===== config.mk =====
export PLATFORM = sky130hd
export DESIGN_NAME = isc_synth_ctrl
export DESIGN_NICKNAME = d
export VERILOG_FILES = /design/src/isc_pkg.sv /design/src/isc_fb_div.sv /design/src/isc_synth_ctrl.sv
export SDC_FILE = /design/constraint.sdc
export NUM_CORES = 1
export LEC_CHECK = 0
export BUFFER_PORTS_ARGS = -buffer_cell sky130_fd_sc_hd__buf_4
export CAP_MARGIN = 20
export CORE_AREA = 4 4 150 152
export DETAILED_ROUTE_END_ITERATION = 7
export DIE_AREA = 0 0 154 156
export GPL_ROUTABILITY_DRIVEN = 0
export GPL_TIMING_DRIVEN = 0
export PLACE_DENSITY = 0.72
export SLEW_MARGIN = 30
export SYNTH_ARGS = -nofsm -noshare
export SYNTH_HDL_FRONTEND = slang
export SYNTH_SLANG_ARGS = --single-unit
export TNS_END_PERCENT = 100

===== constraint.sdc =====
create_clock -name CORE_CLK_I -period 14.8 [get_ports CORE_CLK_I]
set_input_delay 1.48 -clock CORE_CLK_I [delete_from_list [all_inputs] [get_ports CORE_CLK_I]]
set_output_delay 1.48 -clock CORE_CLK_I [all_outputs]
set_load 0.01 [all_outputs]

===== src/isc_pkg.sv =====
// Constants, register map and types for the integer-N synthesizer control block
package isc_pkg;

    // ****************************************
    // Widths
    // ****************************************
    localparam int ADDR_W = 8;
    localparam int DATA_W = 32;
    localparam int REF_W = 10;
    localparam int A_W = 5;
    localparam int B_W = 12;
    localparam int N_W = 17;
    localparam int P_W = 5;
    localparam int PUMP_W = 3;
    localparam int SWING_W = 2;
    localparam int BAND_W = 5;
    localparam int AGE_W = 4;
    localparam int STEP_W = 3;

    // ****************************************
    // Register offsets
    // ****************************************
    localparam logic [ADDR_W-1:0] CTRL_OFS = 8'h00;
    localparam logic [ADDR_W-1:0] REFDIV_OFS = 8'h04;
    localparam logic [ADDR_W-1:0] FBDIV_OFS = 8'h08;
    localparam logic [ADDR_W-1:0] STATUS_OFS = 8'h0c;

    // ****************************************
    // Field positions
    // ****************************************
    localparam int CTRL_VCO_SEL_BIT = 0;
    localparam int CTRL_PRESC_BIT = 1;
    localparam int CTRL_SWING_LSB = 2;
    localparam int CTRL_PUMP_LSB = 4;
    localparam int CTRL_MUTE_BIT = 7;
    localparam int CTRL_ALGO_BIT = 8;
    localparam int CTRL_AUTO_BIT = 9;
    localparam int CTRL_TRIG_BIT = 10;
    localparam int REFDIV_LSB = 0;
    localparam int FBDIV_A_LSB = 0;
    localparam int FBDIV_B_LSB = 16;
    localparam int STATUS_LOCK_BIT = 0;
    localparam int STATUS_BUSY_BIT = 1;
    localparam int STATUS_BAND_LSB = 2;
    localparam int STATUS_TRIG_BIT = 7;

    // ****************************************
    // Reset values and fixed codes
    // ****************************************
    localparam logic [REF_W-1:0] REFDIV_RST = 10'h002;
    localparam logic [A_W-1:0] A_RST = 5'h00;
    localparam logic [B_W-1:0] B_RST = 12'h010;
    localparam logic [PUMP_W-1:0] PUMP_RST = 3'h0;
    localparam logic [SWING_W-1:0] SWING_RST = 2'h3;
    localparam logic [P_W-1:0] P_LOW = 5'h10;
    localparam logic [P_W-1:0] P_HIGH = 5'h13;
    localparam logic [BAND_W-1:0] BAND_START = 5'h10;
    localparam logic [STEP_W-1:0] SEARCH_FIRST_BIT = 3'h4;

    // ****************************************
    // Timing
    // ****************************************
    localparam int CORE_PERIOD_PS = 4000;
    localparam int LOCK_DELAY_PS = 5000;
    localparam int LOCK_WIN_RAW = LOCK_DELAY_PS / CORE_PERIOD_PS;
    localparam logic [AGE_W-1:0] LOCK_WIN_CYC = (LOCK_WIN_RAW < 1) ? 4'h1 : AGE_W'(LOCK_WIN_RAW);
    localparam int CAL_PERIODS = 7;

    // ****************************************
    // Calibration sequencer states
    // ****************************************
    typedef enum logic [3:0]
    {
        CAL_IDLE = 4'b0001,
        CAL_SETTLE = 4'b0010,
        CAL_SEARCH = 4'b0100,
        CAL_FINISH = 4'b1000
    } isc_cal_state_t;

endpackage


===== src/isc_fb_div.sv =====
// Dual-modulus prescaler with swallow and main counters
`timescale 1ns/10ps
module isc_fb_div
    import isc_pkg::*;
(
    input wire logic clk_i,
    input wire logic rstn_i,
    input wire logic vco_edge_i,
    input wire logic presc_high_i,
    input wire logic [A_W-1:0] a_val_i,
    input wire logic [B_W-1:0] b_val_i,
    output logic modulus_o,
    output logic fb_pulse_o
);

    typedef struct packed {
        logic [P_W-1:0] pre_cnt;
        logic [A_W-1:0] a_cnt;
        logic [B_W-1:0] b_cnt;
        logic fb_pulse;
    } isc_fb_state_t;

    isc_fb_state_t s;
    isc_fb_state_t next_s;
    logic [P_W-1:0] p_val;
    logic swallow;
    logic [P_W-1:0] pre_last;
    logic [B_W-1:0] b_last;

    // ****************************************
    // Divide chain
    // ****************************************
    always_comb
    begin
        next_s = s;
        next_s.fb_pulse = 1'b0;
        // Prescaler modulus P of 16 or 19
        p_val = presc_high_i ? P_HIGH : P_LOW;
        // Swallow phase runs at P+1 for A cycles
        swallow = (s.a_cnt < a_val_i);
        pre_last = swallow ? p_val : p_val - 5'h01;
        b_last = (b_val_i == 12'h000) ? 12'h000 : b_val_i - 12'h001;
        if (vco_edge_i)
        begin
            if (s.pre_cnt >= pre_last)
            begin
                next_s.pre_cnt = 5'h00;
                if (s.b_cnt >= b_last)
                begin
                    next_s.b_cnt = 12'h000;
                    next_s.a_cnt = 5'h00;
                    next_s.fb_pulse = 1'b1;
                end
                else
                begin
                    next_s.b_cnt = s.b_cnt + 12'h001;
                    if (swallow)
                    begin
                        next_s.a_cnt = s.a_cnt + 5'h01;
                    end
                end
            end
            else
            begin
                next_s.pre_cnt = s.pre_cnt + 5'h01;
            end
        end
    end

    always_ff @(posedge clk_i)
    begin
        if (!rstn_i)
        begin
            s <= '0;
        end
        else
        begin
            s <= next_s;
        end
    end

    assign modulus_o = swallow;
    assign fb_pulse_o = s.fb_pulse;

endmodule


===== src/isc_synth_ctrl.sv =====
// Integer-N synthesizer control: dividers, lock detect, mute and sub-band calibration
`timescale 1ns/10ps

// Functional notes
// - Reference input divided by 10-bit ratio R gives the comparison clock.
// - Prescaler divides oscillator by P or P+1; P is 16 or 19.
// - Swallow counter A (5 bits), main counter B (12 bits): N = B*P+A.
// - Swallow counter accepts every value 0 to 31.
// - N spans 256..65551 for P=16 and 361..77836 for P=19.
// - Lock high while up/down rising edges differ under about 5 ns.
// - Mute-until-lock disables RF, LO buffer, mixer and IF until lock.
// - 3-bit pump code k selects (k+1) times minimum current.
// - During calibration pump inhibited, pump and tuning pins at calibration voltage.
// - Each of two oscillators offers 32 sub-bands chosen by calibration.
// - Calibration starts when range search trigger goes 0 to 1.
// - Sub-band nearest N*Fref/R chosen with calibration voltage applied.
// - Calibration lasts about seven comparison periods, then trigger self-clears.
// - Algorithm select 0 uses midpoint voltage; 1 uses temperature-robust algorithm.
// - With auto recalibration on, lock falling edge restarts calibration.
// - Two-bit swing setting selects one of four oscillator levels.
// - Selected oscillator output is divided by two for the LO.
module isc_synth_ctrl
    import isc_pkg::*;
(
    input wire logic CORE_CLK_I,
    input wire logic RSTN_I,
    input wire logic [ADDR_W-1:0] ADDR_I,
    input wire logic [DATA_W-1:0] WDATA_I,
    input wire logic WR_I,
    input wire logic RD_I,
    output logic [DATA_W-1:0] RDATA_O,
    input wire logic REF_I,
    input wire logic VCO_A_EDGE_I,
    input wire logic VCO_B_EDGE_I,
    input wire logic UP_I,
    input wire logic DN_I,
    output logic CMP_PULSE_O,
    output logic FB_PULSE_O,
    output logic MODULUS_O,
    output logic LOCK_O,
    output logic [PUMP_W-1:0] PUMP_CURRENT_CODE_O,
    output logic [PUMP_W:0] PUMP_MULT_O,
    output logic PUMP_ENABLE_O,
    output logic FORCE_CAL_VOLTAGE_O,
    output logic CAL_MIDPOINT_O,
    output logic CAL_ROBUST_O,
    output logic CAL_BUSY_O,
    output logic VCO_SEL_O,
    output logic [BAND_W-1:0] SUBBAND_O,
    output logic [SWING_W-1:0] SWING_LEVEL_O,
    output logic LO_DIV2_O,
    output logic RF_OUT_EN_O,
    output logic LO_BUF_EN_O,
    output logic MIXER_EN_O,
    output logic IF_AMP_EN_O
);

    typedef struct packed {
        logic vco_sel;
        logic presc_high;
        logic [SWING_W-1:0] swing;
        logic [PUMP_W-1:0] pump_code;
        logic [PUMP_W:0] pump_mult;
        logic mute_en;
        logic algo;
        logic auto_en;
        logic range_search_trigger;
        logic [REF_W-1:0] rdiv;
        logic [A_W-1:0] a_val;
        logic [B_W-1:0] b_val;
        logic [DATA_W-1:0] rdata;
        logic ref_prev;
        logic [REF_W-1:0] ref_cnt;
        logic cmp_pulse;
        logic up_prev;
        logic dn_prev;
        logic pend_up;
        logic pend_dn;
        logic [AGE_W-1:0] age;
        logic lock;
        logic lock_prev;
        isc_cal_state_t cal_state;
        logic [STEP_W-1:0] step;
        logic [BAND_W-1:0] band;
        logic [BAND_W-1:0] best_band;
        logic [N_W-1:0] best_err;
        logic [N_W-1:0] edge_cnt;
        logic lo_div;
    } isc_state_t;

    isc_state_t s;
    isc_state_t next_s;
    logic vco_edge;
    logic [N_W-1:0] n_target;
    logic [N_W-1:0] err;
    logic [BAND_W-1:0] new_band;
    logic [REF_W-1:0] ref_last;
    logic wr_ctrl;
    logic sw_trigger;
    logic auto_start;
    logic up_rise;
    logic dn_rise;

    // Distance between measured and wanted edge count
    function automatic logic [N_W-1:0] abs_diff(input logic [N_W-1:0] x, input logic [N_W-1:0] y);
        abs_diff = (x > y) ? x - y : y - x;
    endfunction

    // ****************************************
    // Feedback divider
    // ****************************************
    assign vco_edge = s.vco_sel ? VCO_B_EDGE_I : VCO_A_EDGE_I;

    isc_fb_div u_fb_div
    (
        .clk_i(CORE_CLK_I),
        .rstn_i(RSTN_I),
        .vco_edge_i(vco_edge),
        .presc_high_i(s.presc_high),
        .a_val_i(s.a_val),
        .b_val_i(s.b_val),
        .modulus_o(MODULUS_O),
        .fb_pulse_o(FB_PULSE_O)
    );

    // ****************************************
    // Next-state logic
    // ****************************************
    always_comb
    begin
        next_s = s;
        next_s.rdata = '0;
        next_s.cmp_pulse = 1'b0;
        n_target = {5'h00, s.b_val} * {12'h000, (s.presc_high ? P_HIGH : P_LOW)};
        n_target = n_target + {12'h000, s.a_val};
        err = abs_diff(s.edge_cnt, n_target);
        new_band = s.band;
        wr_ctrl = WR_I && (ADDR_I == CTRL_OFS);
        sw_trigger = wr_ctrl && WDATA_I[CTRL_TRIG_BIT];
        auto_start = s.auto_en && s.lock_prev && !s.lock && (s.cal_state == CAL_IDLE);
        up_rise = UP_I && !s.up_prev;
        dn_rise = DN_I && !s.dn_prev;
        ref_last = (s.rdiv == 10'h000) ? 10'h000 : s.rdiv - 10'h001;

        // Register writes
        if (wr_ctrl)
        begin
            next_s.vco_sel = WDATA_I[CTRL_VCO_SEL_BIT];
            next_s.presc_high = WDATA_I[CTRL_PRESC_BIT];
            next_s.swing = WDATA_I[CTRL_SWING_LSB +: SWING_W];
            next_s.pump_code = WDATA_I[CTRL_PUMP_LSB +: PUMP_W];
            next_s.pump_mult = {1'b0, WDATA_I[CTRL_PUMP_LSB +: PUMP_W]} + 4'h1;
            next_s.mute_en = WDATA_I[CTRL_MUTE_BIT];
            next_s.algo = WDATA_I[CTRL_ALGO_BIT];
            next_s.auto_en = WDATA_I[CTRL_AUTO_BIT];
        end
        if (WR_I && (ADDR_I == REFDIV_OFS))
        begin
            next_s.rdiv = WDATA_I[REFDIV_LSB +: REF_W];
        end
        if (WR_I && (ADDR_I == FBDIV_OFS))
        begin
            next_s.a_val = WDATA_I[FBDIV_A_LSB +: A_W];
            next_s.b_val = WDATA_I[FBDIV_B_LSB +: B_W];
        end

        // Register reads, data valid in the following cycle
        if (RD_I)
        begin
            unique case (ADDR_I)
                CTRL_OFS:
                begin
                    next_s.rdata[CTRL_VCO_SEL_BIT] = s.vco_sel;
                    next_s.rdata[CTRL_PRESC_BIT] = s.presc_high;
                    next_s.rdata[CTRL_SWING_LSB +: SWING_W] = s.swing;
                    next_s.rdata[CTRL_PUMP_LSB +: PUMP_W] = s.pump_code;
                    next_s.rdata[CTRL_MUTE_BIT] = s.mute_en;
                    next_s.rdata[CTRL_ALGO_BIT] = s.algo;
                    next_s.rdata[CTRL_AUTO_BIT] = s.auto_en;
                    next_s.rdata[CTRL_TRIG_BIT] = s.range_search_trigger;
                end
                REFDIV_OFS:
                begin
                    next_s.rdata[REFDIV_LSB +: REF_W] = s.rdiv;
                end
                FBDIV_OFS:
                begin
                    next_s.rdata[FBDIV_A_LSB +: A_W] = s.a_val;
                    next_s.rdata[FBDIV_B_LSB +: B_W] = s.b_val;
                end
                STATUS_OFS:
                begin
                    next_s.rdata[STATUS_LOCK_BIT] = s.lock;
                    next_s.rdata[STATUS_BUSY_BIT] = (s.cal_state != CAL_IDLE);
                    next_s.rdata[STATUS_BAND_LSB +: BAND_W] = s.band;
                    next_s.rdata[STATUS_TRIG_BIT] = s.range_search_trigger;
                end
                default:
                begin
                    next_s.rdata = '0;
                end
            endcase
        end

        // ****************************************
        // Reference divider
        // ****************************************
        next_s.ref_prev = REF_I;
        if (REF_I && !s.ref_prev)
        begin
            if (s.ref_cnt >= ref_last)
            begin
                next_s.ref_cnt = 10'h000;
                next_s.cmp_pulse = 1'b1;
            end
            else
            begin
                next_s.ref_cnt = s.ref_cnt + 10'h001;
            end
        end

        // Oscillator edges per comparison period
        if (s.cmp_pulse)
        begin
            next_s.edge_cnt = {16'h0000, vco_edge};
        end
        else if (vco_edge && (s.edge_cnt != '1))
        begin
            next_s.edge_cnt = s.edge_cnt + 17'h00001;
        end

        if (vco_edge)
        begin
            next_s.lo_div = !s.lo_div;
        end

        // ****************************************
        // Lock detector
        // ****************************************
        next_s.up_prev = UP_I;
        next_s.dn_prev = DN_I;
        next_s.lock_prev = s.lock;
        if (up_rise && dn_rise)
        begin
            next_s.lock = 1'b1;
            next_s.pend_up = 1'b0;
            next_s.pend_dn = 1'b0;
        end
        else if ((s.pend_up && dn_rise) || (s.pend_dn && up_rise))
        begin
            next_s.lock = 1'b1;
            next_s.pend_up = 1'b0;
            next_s.pend_dn = 1'b0;
        end
        else if (up_rise || dn_rise)
        begin
            next_s.pend_up = up_rise;
            next_s.pend_dn = dn_rise;
            next_s.age = '0;
        end
        else if (s.pend_up || s.pend_dn)
        begin
            if (s.age + 4'h1 >= LOCK_WIN_CYC)
            begin
                next_s.lock = 1'b0;
                next_s.pend_up = 1'b0;
                next_s.pend_dn = 1'b0;
            end
            else
            begin
                next_s.age = s.age + 4'h1;
            end
        end

        // ****************************************
        // Sub-band calibration
        // ****************************************
        unique case (s.cal_state)
            CAL_IDLE:
            begin
                // start on trigger 0 to 1
                if ((sw_trigger && !s.range_search_trigger) || auto_start)
                begin
                    next_s.range_search_trigger = 1'b1;
                    next_s.cal_state = CAL_SETTLE;
                    next_s.band = BAND_START;
                    next_s.best_err = '1;
                end
            end
            CAL_SETTLE:
            begin
                // First partial period discarded
                if (s.cmp_pulse)
                begin
                    next_s.cal_state = CAL_SEARCH;
                    next_s.step = SEARCH_FIRST_BIT;
                end
            end
            CAL_SEARCH:
            begin
                if (s.cmp_pulse)
                begin
                    if (err < s.best_err)
                    begin
                        next_s.best_err = err;
                        next_s.best_band = s.band;
                    end
                    if (s.edge_cnt > n_target)
                    begin
                        new_band[s.step] = 1'b0;
                    end
                    if (s.step == 3'h0)
                    begin
                        next_s.cal_state = CAL_FINISH;
                    end
                    else
                    begin
                        new_band[s.step - 3'h1] = 1'b1;
                        next_s.step = s.step - 3'h1;
                    end
                    next_s.band = new_band;
                end
            end
            CAL_FINISH:
            begin
                if (s.cmp_pulse)
                begin
                    if (err >= s.best_err)
                    begin
                        next_s.band = s.best_band;
                    end
                    next_s.range_search_trigger = 1'b0;
                    next_s.cal_state = CAL_IDLE;
                    // Trigger written in the clearing cycle wins and reruns
                    if (sw_trigger)
                    begin
                        next_s.range_search_trigger = 1'b1;
                        next_s.cal_state = CAL_SETTLE;
                        next_s.band = BAND_START;
                        next_s.best_err = '1;
                    end
                end
            end
        endcase
    end

    // ****************************************
    // State register
    // ****************************************
    always_ff @(posedge CORE_CLK_I)
    begin
        if (!RSTN_I)
        begin
            s <= '0;
            s.swing <= SWING_RST;
            s.pump_code <= PUMP_RST;
            s.pump_mult <= {1'b0, PUMP_RST} + 4'h1;
            s.rdiv <= REFDIV_RST;
            s.a_val <= A_RST;
            s.b_val <= B_RST;
            s.cal_state <= CAL_IDLE;
            s.band <= BAND_START;
            s.best_band <= BAND_START;
            s.best_err <= '1;
        end
        else
        begin
            s <= next_s;
        end
    end

    // ****************************************
    // Outputs
    // ****************************************
    assign RDATA_O = s.rdata;
    assign CMP_PULSE_O = s.cmp_pulse;
    assign LOCK_O = s.lock;
    assign PUMP_CURRENT_CODE_O = s.pump_code;
    assign PUMP_MULT_O = s.pump_mult;
    assign CAL_BUSY_O = (s.cal_state != CAL_IDLE);
    // pump off, pins held during calibration
    assign PUMP_ENABLE_O = (s.cal_state == CAL_IDLE);
    assign FORCE_CAL_VOLTAGE_O = (s.cal_state != CAL_IDLE);
    assign CAL_MIDPOINT_O = (s.cal_state != CAL_IDLE) && !s.algo;
    assign CAL_ROBUST_O = (s.cal_state != CAL_IDLE) && s.algo;
    assign VCO_SEL_O = s.vco_sel;
    assign SUBBAND_O = s.band;
    assign SWING_LEVEL_O = s.swing;
    assign LO_DIV2_O = s.lo_div;
    assign RF_OUT_EN_O = !(s.mute_en && !s.lock);
    assign LO_BUF_EN_O = !(s.mute_en && !s.lock);
    assign MIXER_EN_O = !(s.mute_en && !s.lock);
    assign IF_AMP_EN_O = !(s.mute_en && !s.lock);

endmodule


== After elaboration in Yosys (flattened, before gate mapping) ==
Index checks and enable logic that the tools add are counted.

* Flip-flop bits (word level): 171
* Input port bits: 49
* Output and inout port bits: 61
* Word-level logic and storage cells: 210

* Add/subtract/negate cells: 14
* $mul: 1
* $lt $le $gt $ge: 12
* Eq/ne operators: 20
* Muxes and demuxes: 56
* Bitwise operators: 6
* Reduce and logical (&&, ||, !) cells: 63

{| class="wikitable"
|+ Operators by type and width
! kind !! count
|-
| $mux W17 || 5
|-
| $mux W5 || 11
|-
| $pmux W17 S3 || 1
|-
| $mux W34 || 1
|-
| $sub A17 B17 Y17 || 2
|-
| $mux W22 || 1
|-
| $reduce_and A3 Y1 || 7
|-
| $logic_and A1 B1 Y1 || 20
|-
| $mux W10 || 2
|-
| $pmux W5 S4 || 1
|-
| $add A17 B1 Y17 const B || 1
|-
| $add A17 B5 Y17 || 1
|-
| $ge A17 B17 Y1 || 1
|-
| $gt A17 B17 Y1 || 1
|-
| $lt A17 B17 Y1 || 1
|-
| $mul A12 B5 Y17 || 1
|-
| $ne A17 B17 Y1 const B || 1
|-
| $eq A8 B4 Y1 const B || 2
|-
| $mux W4 || 4
|-
| $ne A2 B2 Y1 const B || 8
|-
| $pmux W4 S4 || 1
|-
| $pmux W5 S3 || 1
|-
| $mux W1 || 14
|-
| $mux W7 || 2
|-
| other kinds (51) || 82
|}

== Longest topological paths before layout ==
* Word-level depth: 13
* Mapped depth: 38
* Mapped depth without buffers: 34

== Modules after synthesis ==
A second synthesis with hierarchy kept.

* Cell total of the unflattened synthesis: 1,443
* Area total of the unflattened synthesis: 11,669.9 µm²

{| class="wikitable"
|+ By module, submodules not included
! module !! times used !! cells each !! area each (µm²) !! seq. area each (µm²)
|-
| isc_synth_ctrl || 1 || 1,215 || 9,868.2 || 2,782.7
|-
| isc_fb_div || 1 || 228 || 1,801.7 || 460.4
|}

== Worst setup path before layout ==
OpenSTA, ideal clock, no wires.

* Path type: register to register
* Start point: register s[146] (netlist bit)
* End point: register s (netlist bit SUBBAND_O[1])
* Setup time: 0.087 ns
* Data arrival time: 7.160 ns
* Path slack: 7.552 ns
* Cell stages (with the launch flop): 37
* Buffers on the path: 3
* Clock period less this slack: 7.248 ns
* Cells stage by stage: dfxtp_1 -> clkbuf_1 -> nand2_1 -> fa_1 -> inv_1 -> ha_1 -> ha_1 -> fa_1 -> a21o_1 -> a21oi_1 -> nor2_1 -> o21a_1 -> o221a_2 -> and2_1 -> o21ai_0 -> nand2b_1 -> xor2_1 -> ha_1 -> buf_2 -> nand2_1 -> o21a_1 -> nor4b_1 -> a21boi_2 -> buf_2 -> mux2i_2 -> nand3_1 -> nand3_1 -> xor2_1 -> ha_1 -> a21o_1 -> a21o_1 -> a21oi_1 -> o211ai_1 -> o211ai_1 -> mux2i_1 -> nand2_1 -> o31ai_1

* Cells in the longest elaborated chain, start to end: 11
* Elaborated cells between the ends (all ways): 17
* Classes of those cells: add/sub: 3; mul: 1; order compare: 2; eq/ne: 1; mux: 8; bitwise: 1; reduce/logical: 1

{| class="wikitable"
|+ Ends and longest elaborated chain
! item !! line !! RTL
|-
| start, declared || isc_synth_ctrl.sv:91 || <nowiki>isc_state_t s;</nowiki>
|-
| start signal, assigned || isc_synth_ctrl.sv:368 || <nowiki>s <= next_s;</nowiki>
|-
| $mux W2 (*) || isc_synth_ctrl.sv:134 || <nowiki>n_target = {5'h00, s.b_val} * {12'h000, (s.presc_high ? P_HIGH : P_LOW)};</nowiki>
|-
| $mul A12 B5 Y17 (*) || isc_synth_ctrl.sv:134 ||
|-
| $add A17 B5 Y17 (*) || isc_synth_ctrl.sv:135 || <nowiki>n_target = n_target + {12'h000, s.a_val};</nowiki>
|-
| branches (longest 8 deep; another with $sub A17 B17 Y17) || -- ||
|}

Mark *: on every way between the ends. The select of a mux whose other input is x is not followed.
A chain may end at the register's enable or synchronous reset.

== Final worst setup path ==
Ends and elaborated chain as after synthesis.

==> impl_metrics.py <==
metrics = {
    "logic_synthesis": {
        "async_flop_share": 0,
        "synth_top_family_by_area": "simple AND/OR/NAND/NOR gates",
        "synth_adder_area_share": 0.171,
        "synthSimpleGateAreaFrac": 0.204,
        "synth-main-ff-cell": "dfxtp_1",
        "synthCells": 1370,
        "synth_edf_count": 0,
        "yosysUniqueCellTypes": 77,
        "ys_ff_latch": 162,
        "yosys_warnings": 0,
        "synthMuxAreaShare": 0.0440,
        "synthXorXnorAreaFrac": 0.0605,
        "synthesis.area_mm2": 0.0114,
        "synth-compound-area-share": 0.146,
        "ys_seq_area_frac": 0.284,
        "avgSynthCellArea_um2": 8.35,
    },
    "setup_path": {
        "end_kind": "register",
        "crit_top_cell": "ha_1",
        "slowest_delay_ps": 760,
        "crit_slowest_cell": "o211ai_1",
        "criticalPathCategory": "register to register",
        "required_ps": 15150,
        "cp_max_fo": 10,
        "crit_path_start_kind": "register",
        "critPathArrivalTime_ps": 9210,
        "rr_worst_depth": 36,
    },
    "power": {
        "p_switching_w": 0.000314,
        "intPower_w": 0.000750,
        "p_leak_nw": 6.28,
        "pwr-share-clk": 0.420,
        "p_sw_frac": 0.295,
        "pwr-share-seq": 0.433,
        "p_per_area_mw_per_mm2": 81.2,
        "power_frac_comb": 0.148,
        "vdd_drop_max_uv": 75.1,
    },
    "cells_and_area": {
        "antenna-diode-count": 0,
        "fill_cells": 1825,
        "drive_gt1_frac": 0.144,
        "final_nets": 1682,
        "area_delta_synth_final_pct": 14.5,
        "fin_cells": 1774,
    },
    "timing": {
        "fin_crit_sh": 0.598,
        "report.final.slew_viol_count": 0,
        "setup_violations": 0,
        "fin_worst_skew_ps": 14.6,
        "slew_headroom": 0.430,
        "finalHoldViolCount": 0,
        "fin_crit_ps": 8860,
        "fmax_ghz": 0.113,
        "tightestPinTransition_ps": 854,
        "rsz0062_at_grt": "false",
        "fin_tns_setup_ps": 0,
    },
    "global_routing": {
        "grtUsageTotal": 0.236,
        "antenna_found_initial": 0,
        "grt_max_degree": 19,
        "grt_pass1_wl_mm": 46.5,
        "grt_remaining_overflow": 0,
        "grt_pass1_vias": 9335,
    },
    "placement": {
        "portBuffers": 89,
        "dp_cells": 1742,
        "post-dp-hpwl_mm": 21.8,
    },
    "cts": {
        "numClockSinks": 162,
        "post_cts_resized": 0,
        "ctsHtreeMaxLevel": 4,
        "cts_buffers": 17,
        "cts_tree": "built",
        "path_clk_slew_ps": 80,
        "ctsHoldBuffers": 0,
        "cts-root-buf": "clkbuf_16",
        "cts_setup_buffers": 0,
        "clockBufferDepth": 2,
        "clock_latency_ps": 440,
    },
    "route": {
        "drtPass1Iterations": 6,
        "num_vias": 9664,
        "wl_mm": 28.3,
        "vias_per_cell": 5.45,
        "ant_nets": 0,
        "wl_per_cell_um": 15.9,
        "first_iter_violations": 691,
        "drc_errors": 0,
    },
    "hold_path": {
        "min_path_type": "register to register",
        "hold_depth": 2,
    },
    "floorplan": {
        "rows": 53,
        "io_pins": 110,
        "core_area_mm2": 0.0210,
        "die_h_um": 156,
        "dieArea_mm2": 0.0240,
        "start_util": 0.544,
        "dieWidth_um": 154,
    },
    "flow_run": {
        "cap_violations": 0,
    },
    "outcome": {
        "status": "finished clean",
    },
}
[cell usage after synthesis (all sizes together), types with 3 or more instances]
| master | number | area (µm²) |
|---|---|---|
| and2 | 34 | 213 |
| o21bai | 5 | 37.5 |
| nor3b | 3 | 22.5 |
| nand3b | 6 | 45.0 |
| o22a | 13 | 114 |
| a21oi | 66 | 334 |
| xnor2 | 39 | 342 |
| xor2 | 40 | 350 |
| nand3 | 29 | 150 |
| nor4 | 7 | 50.1 |
| nand2b | 15 | 93.8 |
| ha | 132 | 1650 |
| a22oi | 5 | 37.5 |
| or3 | 10 | 62.6 |
| nand2 | 149 | 562 |
| clkbuf | 34 | 128 |
| nor4b | 5 | 50.0 |
| mux4 | 5 | 113 |
| a41oi | 3 | 26.3 |
| a21boi | 28 | 214 |
| o211a | 3 | 30.0 |
| mux2 | 5 | 56.3 |
| nor2 | 90 | 338 |
| dfxtp | 162 | 3240 |
| a21o | 31 | 233 |
| a311oi | 3 | 26.3 |
| and3 | 16 | 100 |
| nor2b | 40 | 250 |
| buf | 62 | 444 |
| mux2i | 33 | 334 |
| fa | 15 | 300 |
| a31oi | 9 | 56.3 |
| o211ai | 8 | 60.1 |
| inv | 127 | 477 |
| o21a | 4 | 30.0 |
| nand4 | 24 | 150 |
| nor3 | 28 | 151 |
| o21ai | 36 | 180 |
| a31o | 3 | 26.3 |
| o31ai | 8 | 65.1 |
| o22ai | 4 | 25.0 |
| or2 | 5 | 31.3 |
[routing by layer]
metal | global-route usage | routed length, µm | vias to the layer above
li1 | - | - | 4848
met1 | 0.310 | 12700 | 4501
met2 | 0.395 | 13400 | 270
met3 | 0.0408 | 1530 | 45
met4 | 0.0778 | 648 | 0
met5 | 0 | 0 | -
[cell type report]
cell class	count	area (µm²)	area share
Clock buffer	18	439	0.0335
Sequential cell	162	3240	0.248
Buffer	96	572	0.0437
Timing Repair Buffer	89	668	0.0510
Clock inverter	14	159	0.0121
Inverter	127	477	0.0364
Multi-Input combinational cell	993	7190	0.549
Tap cell	275	344	0.0263
[power by group through the flow]
stage / Combinational, W / Clock [W] / Sequential (W)
CTS: 0.000157 / 0.000455 / 0.000460
global route: 0.000172 / 0.000474 / 0.000462
floorplan: 0.000101 / 0 / 0.000465
detailed placement: 0.000156 / 0 / 0.000470
global placement: 0.000154 / 0 / 0.000470
finish: 0.000157 / 0.000446 / 0.000460
[metrics by stage]
| step | setup slack (ps) | util | power (W) | area, µm² | hold slack (ps) |
|---|---|---|---|---|---|
| 2_1_floorplan | 7550 | - | 0.000566 | 11500 | 440 |
| 3_3_place_gp | 6270 | 0.594 | 0.000623 | 12500 | 451 |
| 3_5_place_dp | 6050 | 0.594 | 0.000626 | 12500 | 464 |
| 4_1_cts | 5990 | 0.623 | 0.00107 | 13100 | 474 |
| 5_1_grt | 5220 | 0.623 | 0.00111 | 13100 | 497 |
| 6_report | 5940 | 0.623 | 0.00106 | 13100 | 475 |
[sequential cells by signal, indices dropped and copies added, names as in the netlist, 2 cells and up]
register	cells
RDATA_O	23
s	98
SWING_LEVEL_O	2
PUMP_MULT_O	4
u_fb_div.s	22
PUMP_CURRENT_CODE_O	3
SUBBAND_O	5
[final timing paths]
kind                                                   from                           to  slack [ps]
worst min register to register  PUMP_MULT_O[1]$_SDFFE_PN0P_  PUMP_MULT_O[1]$_SDFFE_PN0P_         480
worst max register to register          s[146]$_SDFFE_PN0P_    SUBBAND_O[1]$_SDFFE_PN0P_        5940
worst min-delay path            PUMP_MULT_O[1]$_SDFFE_PN0P_  PUMP_MULT_O[1]$_SDFFE_PN0P_         480
worst max-delay path                    s[146]$_SDFFE_PN0P_    SUBBAND_O[1]$_SDFFE_PN0P_        5940
[critical path: cells and delay by family, from the launching register on]
family / cells / cell delay (ps)
buffers and inverters: 4 / 930
AOI/OAI and AO/OA: 14 / 3290
adders and majority gates: 6 / 2020
xor gates and xnor gates: 2 / 380
DFF: 1 / 450
muxes: 2 / 660
and+or+nand+nor: 8 / 1010
[cell usage in the layout, fill, tap and decap left out, drive strengths merged, types with 4 or more instances in the layout]
cell    instances
dfxtp         162
buf           151
nand2         149
inv           136
ha            132
nor2           90
a21oi          66
clkbuf         52
nor2b          40
xor2           40
xnor2          39
o21ai          36
and2           34
mux2i          33
a21o           31
nand3          29
nor3           28
a21boi         28
nand4          24
and3           16
nand2b         15
fa             15
o22a           13
or3            10
a31oi           9
conb            9
o211ai          8
o31ai           8
nor4            7
nand3b          6
o21bai          5
a22oi           5
mux4            5
nor4b           5
or2             5
mux2            5
o21a            4
o22ai           4
clkinv          4
[cells by family after synthesis]
kind of cell / after synthesis
buf+inv: 223
compound gates: 247
fa+ha+maj: 147
other cells: 1
flops: 162
mux: 43
xor+xnor: 79
simple gates: 468
(Power assumes the default switching activity.)
